==> src/inc/isp_pkg.sv <==
// Constants, opcodes and carrier types of the serial programming port.
// Assumes a 100 MHz mclk and an outside array controller for flash and EEPROM.
package isp_pkg;
    // ----------------------------------------
    // Clock and wait times
    // ----------------------------------------
    localparam int CLK_MHZ = 100;
    localparam int FLASH_PAGE_WAIT_NS = 4500000;
    localparam int EEPROM_BYTE_WAIT_NS = 3600000;
    localparam int ERASE_WAIT_NS = 9000000;
    localparam int FLASH_PAGE_WAIT_CYC = (FLASH_PAGE_WAIT_NS * CLK_MHZ + 999) / 1000;
    localparam int EEPROM_BYTE_WAIT_CYC = (EEPROM_BYTE_WAIT_NS * CLK_MHZ + 999) / 1000;
    localparam int ERASE_WAIT_CYC = (ERASE_WAIT_NS * CLK_MHZ + 999) / 1000;
    localparam int WAIT_W = 20;
    localparam int FIFO_DEPTH = 32;
    // ----------------------------------------
    // Instruction bytes
    // ----------------------------------------
    localparam logic [7:0] OP_AC = 8'hac;
    localparam logic [7:0] OP2_ENABLE = 8'h53;
    localparam logic [7:0] OP2_ERASE = 8'h80;
    localparam logic [7:0] OP2_WR_LOCK = 8'he0;
    localparam logic [7:0] OP2_WR_FUSE_LO = 8'ha0;
    localparam logic [7:0] OP2_WR_FUSE_HI = 8'ha8;
    localparam logic [7:0] OP2_WR_FUSE_EXT = 8'ha4;
    localparam logic [7:0] OP_POLL = 8'hf0;
    localparam logic [7:0] OP_LOAD_EXT = 8'h4d;
    localparam logic [7:0] OP_LOAD_HI = 8'h48;
    localparam logic [7:0] OP_LOAD_LO = 8'h40;
    localparam logic [7:0] OP_LOAD_EE = 8'hc1;
    localparam logic [7:0] OP_RD_HI = 8'h28;
    localparam logic [7:0] OP_RD_LO = 8'h20;
    localparam logic [7:0] OP_RD_EE = 8'ha0;
    localparam logic [7:0] OP_RD_LOCK_FHI = 8'h58;
    localparam logic [7:0] OP_RD_FUSE = 8'h50;
    localparam logic [7:0] OP2_SEL_HI = 8'h08;
    localparam logic [7:0] OP_RD_SIG = 8'h30;
    localparam logic [7:0] OP_RD_CAL = 8'h38;
    localparam logic [7:0] OP_WR_PAGE = 8'h4c;
    localparam logic [7:0] OP_WR_EE = 8'hc0;
    localparam logic [7:0] OP_WR_EE_PAGE = 8'hc2;
    // ----------------------------------------
    // Reset values (1 = unprogrammed)
    // ----------------------------------------
    localparam logic [7:0] FUSE_RESET = 8'hff;
    localparam logic [7:0] ERASED_BYTE = 8'hff;
    // ----------------------------------------
    // Types
    // ----------------------------------------
    typedef enum logic [2:0] {
        NVM_LOAD_LO = 3'h0, NVM_LOAD_HI = 3'h1, NVM_WRITE_PAGE = 3'h2, NVM_EE_LOAD = 3'h3,
        NVM_EE_WRITE = 3'h4, NVM_EE_WRITE_PAGE = 3'h5, NVM_CHIP_ERASE = 3'h6
    } nvm_op_e;
    typedef enum logic [2:0] {
        ST_IDLE = 3'b001, ST_SYNC = 3'b010, ST_ENABLED = 3'b100
    } link_st_e;
    typedef struct packed {
        nvm_op_e op;
        logic [23:0] addr;
        logic [7:0] data;
    } nvm_req_s;
    typedef struct packed {
        logic eeprom;
        logic hi;
        logic [23:0] addr;
    } rd_req_s;
endpackage
==> src/design/isp_port.sv <==
// Serial in-system programming port: frame shifter, command decoder, request FIFO.
// Assumes an outside array controller that owns flash page buffer, flash and EEPROM,
// drains nvm requests and answers a read one cycle after rd_req.

// ----------------------------------------
// Request FIFO
// ----------------------------------------
module isp_req_fifo #(
    parameter int W = 8,
    parameter int DEPTH = 32
) (
    // Clock and reset
    input wire logic mclk,
    input wire logic rst_n,
    // Fill side
    input wire logic in_valid,
    input wire logic [W-1:0] in_data,
    output logic in_ready,
    // Drain side
    output logic out_valid,
    output logic [W-1:0] out_data,
    input wire logic out_ready
);
    import isp_pkg::*;
    localparam int AW = $clog2(DEPTH);
    typedef struct packed {
        logic [DEPTH-1:0][W-1:0] mem;
        logic [AW-1:0] wr_idx;
        logic [AW-1:0] rd_idx;
        logic [AW:0] count;
    } fifo_s;
    fifo_s st_r, st_nxt;
    logic push, pop;

    assign in_ready = st_r.count != (AW+1)'(DEPTH);
    assign out_valid = st_r.count != '0;
    assign out_data = st_r.mem[st_r.rd_idx];

    always_comb begin
        st_nxt = st_r;
        push = in_valid && in_ready;
        pop = out_valid && out_ready;
        if (push) begin
            st_nxt.mem[st_r.wr_idx] = in_data;
            st_nxt.wr_idx = st_r.wr_idx + 1'b1;
        end
        if (pop) begin
            st_nxt.rd_idx = st_r.rd_idx + 1'b1;
        end
        case ({push, pop})
            2'b10: st_nxt.count = st_r.count + 1'b1;
            2'b01: st_nxt.count = st_r.count - 1'b1;
            default: st_nxt.count = st_r.count;
        endcase
    end

    always_ff @(posedge mclk or negedge rst_n) begin
        if (!rst_n) begin
            st_r <= '0;
        end else begin
            st_r <= st_nxt;
        end
    end
endmodule

// ----------------------------------------
// Port top
// ----------------------------------------
module isp_port #(
    parameter int FLASH_WAIT = isp_pkg::FLASH_PAGE_WAIT_CYC,
    parameter int EEPROM_WAIT = isp_pkg::EEPROM_BYTE_WAIT_CYC,
    parameter int ERASE_WAIT = isp_pkg::ERASE_WAIT_CYC,
    parameter logic [7:0] SIG0 = 8'h00,
    parameter logic [7:0] SIG1 = 8'h00,
    parameter logic [7:0] SIG2 = 8'h00,
    parameter logic [7:0] CAL_BYTE = 8'h00
) (
    // Clock and reset
    input wire logic mclk,
    input wire logic rst_n,
    // Programming pins
    input wire logic prog_reset_n,
    input wire logic prog_sck,
    input wire logic prog_serial_in,
    output logic prog_serial_out,
    // Status
    output logic prog_mode,
    output logic operation_pending_flag,
    output logic [7:0] lock_bits,
    output logic [7:0] fuse_low,
    output logic [7:0] fuse_high,
    output logic [7:0] fuse_ext,
    // Array read
    output logic rd_req,
    output isp_pkg::rd_req_s rd_info,
    input wire logic rd_valid,
    input wire logic [7:0] rd_data,
    // Array write requests
    output logic nvm_valid,
    output isp_pkg::nvm_req_s nvm_req,
    input wire logic nvm_ready
);
    import isp_pkg::*;
    // SIG0..SIG2 and CAL_BYTE defaults are arbitrary neutral values.

    typedef struct packed {
        logic [1:0] sck_sync;
        logic [1:0] sdi_sync;
        logic [1:0] rst_sync;
        logic sck_d;
        link_st_e state;
        logic [4:0] bit_cnt;
        logic [30:0] rx;
        logic [7:0] tx;
        logic sdo;
        logic [7:0] ext_addr;
        logic [7:0] lock;
        logic [7:0] f_lo;
        logic [7:0] f_hi;
        logic [7:0] f_ext;
        logic [WAIT_W-1:0] wait_cnt;
        logic pending;
        logic rd_req;
        rd_req_s rd_info;
        logic push;
        nvm_req_s req;
    } port_s;

    port_s st_r, st_nxt;
    logic fifo_in_ready;
    logic fifo_out_valid;
    nvm_req_s fifo_out;

    // Reads the slot that the signature select bits name
    function automatic logic [7:0] sig_byte(input logic [1:0] sel);
        case (sel)
            2'd0: sig_byte = SIG0;
            2'd1: sig_byte = SIG1;
            2'd2: sig_byte = SIG2;
            default: sig_byte = ERASED_BYTE;
        endcase
    endfunction

    isp_req_fifo #(
        .W($bits(nvm_req_s)),
        .DEPTH(FIFO_DEPTH)
    ) u_fifo (
        .mclk(mclk),
        .rst_n(rst_n),
        .in_valid(st_r.push),
        .in_data(st_r.req),
        .in_ready(fifo_in_ready),
        .out_valid(fifo_out_valid),
        .out_data(fifo_out),
        .out_ready(nvm_ready)
    );

    assign prog_serial_out = st_r.sdo;
    assign prog_mode = st_r.state == ST_ENABLED;
    assign operation_pending_flag = st_r.pending;
    assign lock_bits = st_r.lock;
    assign fuse_low = st_r.f_lo;
    assign fuse_high = st_r.f_hi;
    assign fuse_ext = st_r.f_ext;
    assign rd_req = st_r.rd_req;
    assign rd_info = st_r.rd_info;
    assign nvm_valid = fifo_out_valid;
    assign nvm_req = fifo_out;

    always_comb begin
        logic rise, fall, sdi, in_prog;
        logic [7:0] b1, b2, b3, b4;
        st_nxt = st_r;
        st_nxt.rd_req = 1'b0;
        st_nxt.push = 1'b0;
        // Two-stage synchronisers; only stage 1 is read downstream
        st_nxt.sck_sync = {st_r.sck_sync[0], prog_sck};
        st_nxt.sdi_sync = {st_r.sdi_sync[0], prog_serial_in};
        st_nxt.rst_sync = {st_r.rst_sync[0], prog_reset_n};
        st_nxt.sck_d = st_r.sck_sync[1];
        // Phases longer than two mclk cycles are seen reliably
        rise = st_r.sck_sync[1] && !st_r.sck_d;
        fall = !st_r.sck_sync[1] && st_r.sck_d;
        sdi = st_r.sdi_sync[1];
        in_prog = !st_r.rst_sync[1];
        // Bytes as they stand just before the last bit of the frame
        b1 = st_r.rx[30:23];
        b2 = st_r.rx[22:15];
        b3 = st_r.rx[14:7];
        b4 = {st_r.rx[6:0], sdi};
        if (st_r.wait_cnt != '0) begin
            st_nxt.wait_cnt = st_r.wait_cnt - 1'b1;
        end
        // Pending while timed write runs, requests queue or the queue is full
        st_nxt.pending = (st_r.wait_cnt != '0) || fifo_out_valid || !fifo_in_ready || st_r.push;
        if (rd_valid) begin
            st_nxt.tx = rd_data;
        end

        case (st_r.state)
            ST_IDLE: begin
                st_nxt.bit_cnt = '0;
                st_nxt.sdo = 1'b0;
                if (in_prog) begin
                    st_nxt.state = ST_SYNC;
                end
            end
            ST_SYNC, ST_ENABLED: begin
                if (!in_prog) begin
                    // Leaving programming mode drops enable and the frame
                    st_nxt.state = ST_IDLE;
                    st_nxt.ext_addr = '0;
                end else begin
                    if (fall) begin
                        st_nxt.sdo = st_r.tx[7];
                        st_nxt.tx = {st_r.tx[6:0], 1'b0};
                    end
                    if (rise) begin
                        st_nxt.rx = {st_r.rx[29:0], sdi};
                        st_nxt.bit_cnt = st_r.bit_cnt + 1'b1;
                        if (st_r.bit_cnt[2:0] == 3'd7) begin
                            // Echo each byte during the next one
                            st_nxt.tx = {st_r.rx[6:0], sdi};
                        end
                        if (st_r.bit_cnt == 5'd23 && st_r.state == ST_ENABLED) begin
                            b3 = {st_r.rx[6:0], sdi};
                            b2 = st_r.rx[14:7];
                            b1 = st_r.rx[22:15];
                            case (b1)
                                OP_POLL: st_nxt.tx = {7'h00, st_r.pending};
                                OP_RD_HI, OP_RD_LO: begin
                                    st_nxt.rd_req = 1'b1;
                                    st_nxt.rd_info = '{eeprom: 1'b0, hi: b1 == OP_RD_HI,
                                                       addr: {st_r.ext_addr, b2, b3}};
                                end
                                OP_RD_EE: begin
                                    st_nxt.rd_req = 1'b1;
                                    st_nxt.rd_info = '{eeprom: 1'b1, hi: 1'b0,
                                                       addr: {12'h000, b2[3:0], b3}};
                                end
                                OP_RD_LOCK_FHI: st_nxt.tx = (b2 == OP2_SEL_HI) ? st_r.f_hi : st_r.lock;
                                OP_RD_FUSE: st_nxt.tx = (b2 == OP2_SEL_HI) ? st_r.f_ext : st_r.f_lo;
                                OP_RD_SIG: st_nxt.tx = sig_byte(b3[1:0]);
                                OP_RD_CAL: st_nxt.tx = CAL_BYTE;
                                default: ;
                            endcase
                        end
                        if (st_r.bit_cnt == 5'd31) begin
                            // Whole frame in: execute it
                            if (b1 == OP_AC && b2 == OP2_ENABLE) begin
                                st_nxt.state = ST_ENABLED;
                            end else if (st_r.state == ST_ENABLED) begin
                                st_nxt.req.data = b4;
                                st_nxt.req.addr = {st_r.ext_addr, b2, b3};
                                case (b1)
                                    OP_AC: begin
                                        case (b2)
                                            OP2_ERASE: begin
                                                st_nxt.push = 1'b1;
                                                st_nxt.req.op = NVM_CHIP_ERASE;
                                                st_nxt.req.data = ERASED_BYTE;
                                                st_nxt.lock = ERASED_BYTE;
                                                st_nxt.wait_cnt = WAIT_W'(ERASE_WAIT);
                                            end
                                            // 0 programs a bit, 1 leaves it unprogrammed
                                            OP2_WR_LOCK: st_nxt.lock = b4;
                                            OP2_WR_FUSE_LO: st_nxt.f_lo = b4;
                                            OP2_WR_FUSE_HI: st_nxt.f_hi = b4;
                                            OP2_WR_FUSE_EXT: st_nxt.f_ext = b4;
                                            default: ;
                                        endcase
                                        if (b2 == OP2_WR_LOCK || b2 == OP2_WR_FUSE_LO ||
                                            b2 == OP2_WR_FUSE_HI || b2 == OP2_WR_FUSE_EXT) begin
                                            st_nxt.wait_cnt = WAIT_W'(FLASH_WAIT);
                                        end
                                    end
                                    OP_LOAD_EXT: st_nxt.ext_addr = b3;
                                    OP_LOAD_LO, OP_LOAD_HI: begin
                                        st_nxt.push = 1'b1;
                                        st_nxt.req.op = (b1 == OP_LOAD_HI) ? NVM_LOAD_HI : NVM_LOAD_LO;
                                        st_nxt.req.addr = {17'h00000, b3[6:0]};
                                    end
                                    OP_LOAD_EE: begin
                                        st_nxt.push = 1'b1;
                                        st_nxt.req.op = NVM_EE_LOAD;
                                        st_nxt.req.addr = {22'h000000, b3[1:0]};
                                    end
                                    OP_WR_PAGE: begin
                                        st_nxt.push = 1'b1;
                                        st_nxt.req.op = NVM_WRITE_PAGE;
                                        st_nxt.req.addr = {st_r.ext_addr, b2, 8'h00};
                                        st_nxt.wait_cnt = WAIT_W'(FLASH_WAIT);
                                    end
                                    OP_WR_EE: begin
                                        // Array controller erases then writes the byte
                                        st_nxt.push = 1'b1;
                                        st_nxt.req.op = NVM_EE_WRITE;
                                        st_nxt.req.addr = {12'h000, b2[3:0], b3};
                                        st_nxt.wait_cnt = WAIT_W'(EEPROM_WAIT);
                                    end
                                    OP_WR_EE_PAGE: begin
                                        st_nxt.push = 1'b1;
                                        st_nxt.req.op = NVM_EE_WRITE_PAGE;
                                        st_nxt.req.addr = {12'h000, b2[3:0], b3[7:2], 2'b00};
                                        st_nxt.wait_cnt = WAIT_W'(EEPROM_WAIT);
                                    end
                                    default: ;
                                endcase
                                // A full queue drops the request; pending shows it
                                if (!fifo_in_ready) begin
                                    st_nxt.push = 1'b0;
                                end
                            end
                        end
                    end
                end
            end
            default: st_nxt.state = ST_IDLE;
        endcase
    end

    always_ff @(posedge mclk or negedge rst_n) begin
        if (!rst_n) begin
            st_r <= '0;
            st_r.sck_sync <= 2'b00;
            st_r.rst_sync <= 2'b11;
            st_r.state <= ST_IDLE;
            st_r.lock <= FUSE_RESET;
            st_r.f_lo <= FUSE_RESET;
            st_r.f_hi <= FUSE_RESET;
            st_r.f_ext <= FUSE_RESET;
        end else begin
            st_r <= st_nxt;
        end
    end
endmodule

==> config.mk <==
export PLATFORM = sky130hd
export DESIGN_NAME = isp_port
export DESIGN_NICKNAME = d
export VERILOG_FILES = /design/src/inc/isp_pkg.sv /design/src/design/isp_port.sv
export SDC_FILE = /design/constraint.sdc
export NUM_CORES = 2
export LEC_CHECK = 0
export BUFFER_PORTS_ARGS = -buffer_cell sky130_fd_sc_hd__buf_2
export CORE_ASPECT_RATIO = 1.1
export CORE_MARGIN = 3
export CORE_UTILIZATION = 30
export DETAILED_ROUTE_END_ITERATION = 12
export PLACE_DENSITY = 0.4
export SLEW_MARGIN = 20
export SYNTH_ARGS = -nofsm -noshare
export SYNTH_HDL_FRONTEND = slang
export SYNTH_SLANG_ARGS = --single-unit
==> constraint.sdc <==
create_clock -name mclk -period 6.9 [get_ports mclk]
set_input_delay 0.69 -clock mclk [delete_from_list [all_inputs] [get_ports mclk]]
set_output_delay 0.69 -clock mclk [all_outputs]
set_load 0.02 [all_outputs]
* Word level (Yosys, flattened, before mapping) *
Index checks and enable logic that the tools add are counted.

word-level totals
  memories kept = 0
  bits in registers = 1,315
  output and inout bits = 98
  ROM bits = 0
  bits in latches = 0
  input bits = 15
  RAM bits = 0

operators by class
  equality and inequality tests = 43
  $add $sub $neg = 6
  multiplexer cells = 65
  multiply operators = 0
  div/mod/pow operators = 0
  reductions and logical operators = 45
  $lt $le $gt $ge = 3
  shift operators = 0
  bitwise logic cells = 2

operators with widths
  cell                     count
  $bwmux W1120             1
  $mux W60                 4
  $mux W63                 3
  $mux W8                  23
  $bmux W35 S5             1
  $demux W35 S5            1
  $pmux W24 S5             1
  $mux W36                 3
  $mux W20                 5
  $eq A8 B8 Y1 const B     11
  $mux W35                 2
  $pmux W20 S3             1
  $eq A8 B7 Y1 const B     7
  $pmux W27 S2             1
  $mux W47                 1
  $mux W45                 1
  $pmux W8 S5              1
  $reduce_and A8 Y1        5
  $eq A8 B6 Y1 const B     4
  $mux W32                 1
  $mux W27                 1
  $pmux W4 S6              1
  $reduce_bool A20 Y1      1
  $sub A20 B1 Y20 const B  1
  38 further kinds         83

* Longest topological paths before layout *
  word-level depth = 18
  gate-level depth with buffers = 12
  mapped depth without buffers = 12

* Hierarchy *
From an unflattened synthesis, not the netlist that was laid out.

second synthesis, totals
  cell total of the unflattened synthesis = 4,290
  area total of the unflattened synthesis = 61,238.7 um2

modules (own cells, without submodules)
  module        sequential area each (um2)  area an instance (um2)  instances  cells each
  isp_req_fifo  28,427.3                    51,673.3                1          3,290
  isp_port      4,523.1                     9,565.4                 1          1,000

* Least setup slack after synthesis *
No wires, ideal clock.

  path type = register to register
  from = register u_fifo.st_r[1] in the netlist's numbering
  to = register u_fifo.st_r[5] in the netlist's numbering
  data arrival time = 3,170 ps
  path slack = 3,587 ps
  stages on the path, launching flop included = 12
  setup time = 143 ps
  clock period less this slack = 3,313 ps
  buffers on the path = 1
  cell sequence = dfrtp_1 -> or4_1 -> or3_1 -> and2_1 -> clkbuf_1 -> ha_1 -> ha_1 -> a21o_1 -> a21oi_1 -> o21bai_1 -> o311ai_0 -> xor2_1

on the way
  cells in the longest elaborated chain, start to end = 4
  elaborated cells on any way between the ends = 10

ends and longest elaborated chain
  item                                               RTL line        RTL
  start: declaration                                 isp_port.sv:32  fifo_s st_r, st_nxt;
  start signal: assignment                           isp_port.sv:61  st_r <= st_nxt;
  $reduce_bool A6 Y1 (*)                             isp_port.sv:36  assign out_valid = st_r.count != '0;
  net nvm_valid                                      isp_port.sv:99  output logic nvm_valid,
  $logic_and A1 B1 Y1 (*)                            isp_port.sv:42  pop = out_valid && out_ready;
  net u_fifo.pop                                     isp_port.sv:33  logic push, pop;
  $eq A2 B1 Y1 or $eq A2 B2 Y1 (tied branches)       isp_port.sv:50  case ({push, pop})
  $pmux W6 S2 or $reduce_bool A2 Y1 (tied branches)  --

The timed path passes the listed nets; every way through them passes the cells marked *.
A chain may end at the register's enable or synchronous reset.

==> results_dict.tcl <==
set metrics [dict create \
    status "complete, no violations" \
    avgRoutedWirePerCell_um 27.0 \
    drive_gt1_frac 0.506 \
    drv_cap 0 \
    fp.dieH_um 478 \
    setup.reg_to_reg.worst_slack_ps 3100 \
    row_count 172 \
    pin_count 113 \
    wl_mm 184 \
    hold_start "rd_data[6]" \
    synth_enable_flop_cells 0 \
    place_ws_ps 3010 \
    placed_area_mm2 0.0640 \
    mostFrequentLayoutCell "dfrtp_1" \
    critPathKind "flop to output port" \
    rr_endpoint "u_fifo.st_r[84]" \
    avgSynthCellArea_um2 15.0 \
    die_area_mm2 0.208 \
    synth_top_area_share 0.527 \
    drcViolationCount 0 \
    nNetsFinal 4038 \
    clk_pin_slew_ps 60 \
    detail-route-antenna-nets 0 \
    syn-num-nets 4078 \
    yosysSeqAreaShare 0.542 \
    gp_congestion 0.739 \
    final-hold-violation-count 0 \
    grt_max_degree 158 \
    maxSlewHeadroom 0.266 \
    path_max_fanout 109 \
    die_w_um 435 \
    finalSetupViolCount 0 \
    wl_met2_mm 87.0 \
    layout_common_cells "1266 x dfrtp_1, 1181 x mux2_2, 350 x mux4_2, 239 x nand2_1, 165 x clkbuf_16" \
    route.met3.wl_mm 7.97 \
    vias 34500 \
    ys_types 80 \
    grt_pass1_vias 37600 \
    tritoncts "built" \
    cp_cell_sequence "buf_12, mux4_2, mux4_2, mux2_2, buf_2" \
    switching_share 0.270 \
    worst_path_largest_cell_delay_ps 930 \
    cts_made_buffers 161 \
    power_w 0.0191 \
    critical_path.startpoint "u_fifo.st_r[7]" \
    io_buffers 112 \
    setup_tns_ps 0 \
    crit_top_cell "mux4_2" \
    hold_end "st_r[131]" \
    antenna_found_initial 7 \
    leakagePower_nw 32.4 \
    peakVddDrop_v 0.000307 \
    ys_top_cells_by_area "dfrtp_1 53%, mux2_2 22%, mux4_2 13%" \
    cp_num_buf_inv 2 \
    skew_ps 27.8 \
    root_buffer "clkbuf_16" \
    clock_sink_count 1315 \
    ys_warn_count 0 \
    power_frac_seq 0.425 \
    core_region_area_mm2 0.201 \
    vias_per_cell 5.05 \
    crit_arrival_ps 3990 \
    reg2regPathDepth 7 \
    crit_path_end_kind "output port" \
    max_freq_mhz 214 \
    ys_ff_latch 1315 \
    rsz0062_at_grt "false" \
    worstSkewPairLatency_ps 780 \
    drt-met1-wl_mm 83.2 \
    areaGrowthSynthToFinish_pct 14.2 \
    grt-ovfl-total 0 \
    power_density_mw_per_mm2 276 \
    comb_power_share 0.126 \
    postSynthCellCount 4047 \
    grt_use_total 0.177 \
    slew_viol_final 0 \
    post_cts_buffers 0 \
    clkPwrFrac 0.449 \
    tightest_slew_ps 1100 \
    intPower_w 0.0140 \
    start_util 0.303 \
    fin_crit_ps 4680 \
    slowest_stage "dfrtp_4" \
    grt_pass1_wl_mm 273 \
    finalCritPeriodShare 0.678 \
    cts_max_level 4 \
    hpwl_mm 107 \
    clockBufferDepth 3 \
    final_area_mm2 0.0694 \
    crit_family "multiplexers" \
    syn_area_mm2 0.0608 \
    topRoutingLayerUsed "met5" \
    crit_required_ps 6210 \
    crit_path_start_kind "flop" \
    reg2reg_from "u_fifo.st_r[0]" \
    async_reset_ff_frac 1.00 \
    detail_route.first_pass.iterations 5 \
    drtIter0Drc 1742 \
    synthFlopType "dfrtp_1" \
    fin_ws_ps 2220 \
    post-synth-top-area-cell "dfrtp_1" \
    hp-class "primary input to flop" \
    switchingPower_w 0.00517 \
    holdPathStages 3 \
]
## cells in the mapped netlist (20+ instances only)
cell	instances
a21oi_1	20
mux4_2	350
o21ai_0	68
nand3_1	23
buf_4	62
buf_1	32
clkbuf_1	206
nand4_1	20
mux2_2	1181
nor2_1	79
xnor2_1	21
dfrtp_1	1280
mux2i_1	43
dfstp_2	35
nand2_1	239
buf_2	116
## state kept, by name (all words and copies together) (netlist names)
signal / count
rd_info: 26
lock_bits: 8
fuse_high: 8
st_nxt: 4
prog_serial_out: 1
st_r: 114
fuse_ext: 8
fuse_low: 8
u_fifo.st_r: 1136
rd_req: 1
operation_pending_flag: 1
## worst min-delay path: stages
cell and delay, ps:
buf_2 90, mux2i_1 90, o221ai_1 160
## routing by layer
layer,vias to the layer above,GRT usage
li1,14800,-
met1,18900,0.238
met2,548,0.285
met3,261,0.0352
met4,2,0.0628
met5,-,0
## worst max-delay path by stage
stage,cells past startpoint,slack [ps],end
final,5,2220,nvm_req[20]
after global routing,5,2120,nvm_req[21]
after CTS,5,2120,nvm_req[24]
after detailed placement,7,3010,u_fifo.st_r[361]
after global placement,7,2870,u_fifo.st_r[153]
after floorplan,11,3590,u_fifo.st_r[5]
## area by class of cell
class	instances	area [µm²]
Inverter	18	68.8
Sequential cell	1315	33000
Fill cell	19500	131000
Antenna cell	7	17.5
Clock buffer	249	4830
Clock inverter	37	494
Tap cell	2697	3370
Multi-Input combinational cell	2296	26000
Timing Repair Buffer	215	1580
## cell families (layout without fill, tap and decap cells)
logic type,Yosys count,after routing,synth area share
other,0,7,0
and+or+nand+nor,473,473,0.0372
adders and majority gates,16,16,0.00342
DFF,1315,1315,0.542
muxes,1582,1582,0.358
AOI/OAI and AO/OA,195,195,0.0218
buffers and inverters,436,519,0.0333
xor gates and xnor gates,30,30,0.00432
## stage by stage
step,util,cells,hold WS (ps)
floorplan,-,4047,331
finish,0.346,6834,286
CTS,0.346,6827,213
global route,0.346,6828,284
global placement,0.319,6535,335
detailed placement,0.319,6537,337
## power groups by stage
stage               logic [W]  clock network, W  registers (W)
floorplan             0.00186                 0        0.00793
global placement      0.00253                 0        0.00828
detailed placement    0.00252                 0        0.00828
CTS                   0.00252           0.00891        0.00814
global route          0.00262           0.00922        0.00814
finish                0.00241           0.00860        0.00813
## what timing repair did
item	in CTS	in global routing
endpoints found under the setup margin	0	0
resized for setup	0	0
endpoints found under the hold margin	96	0
hold buffers	4	0
(Power assumes the default switching activity.)
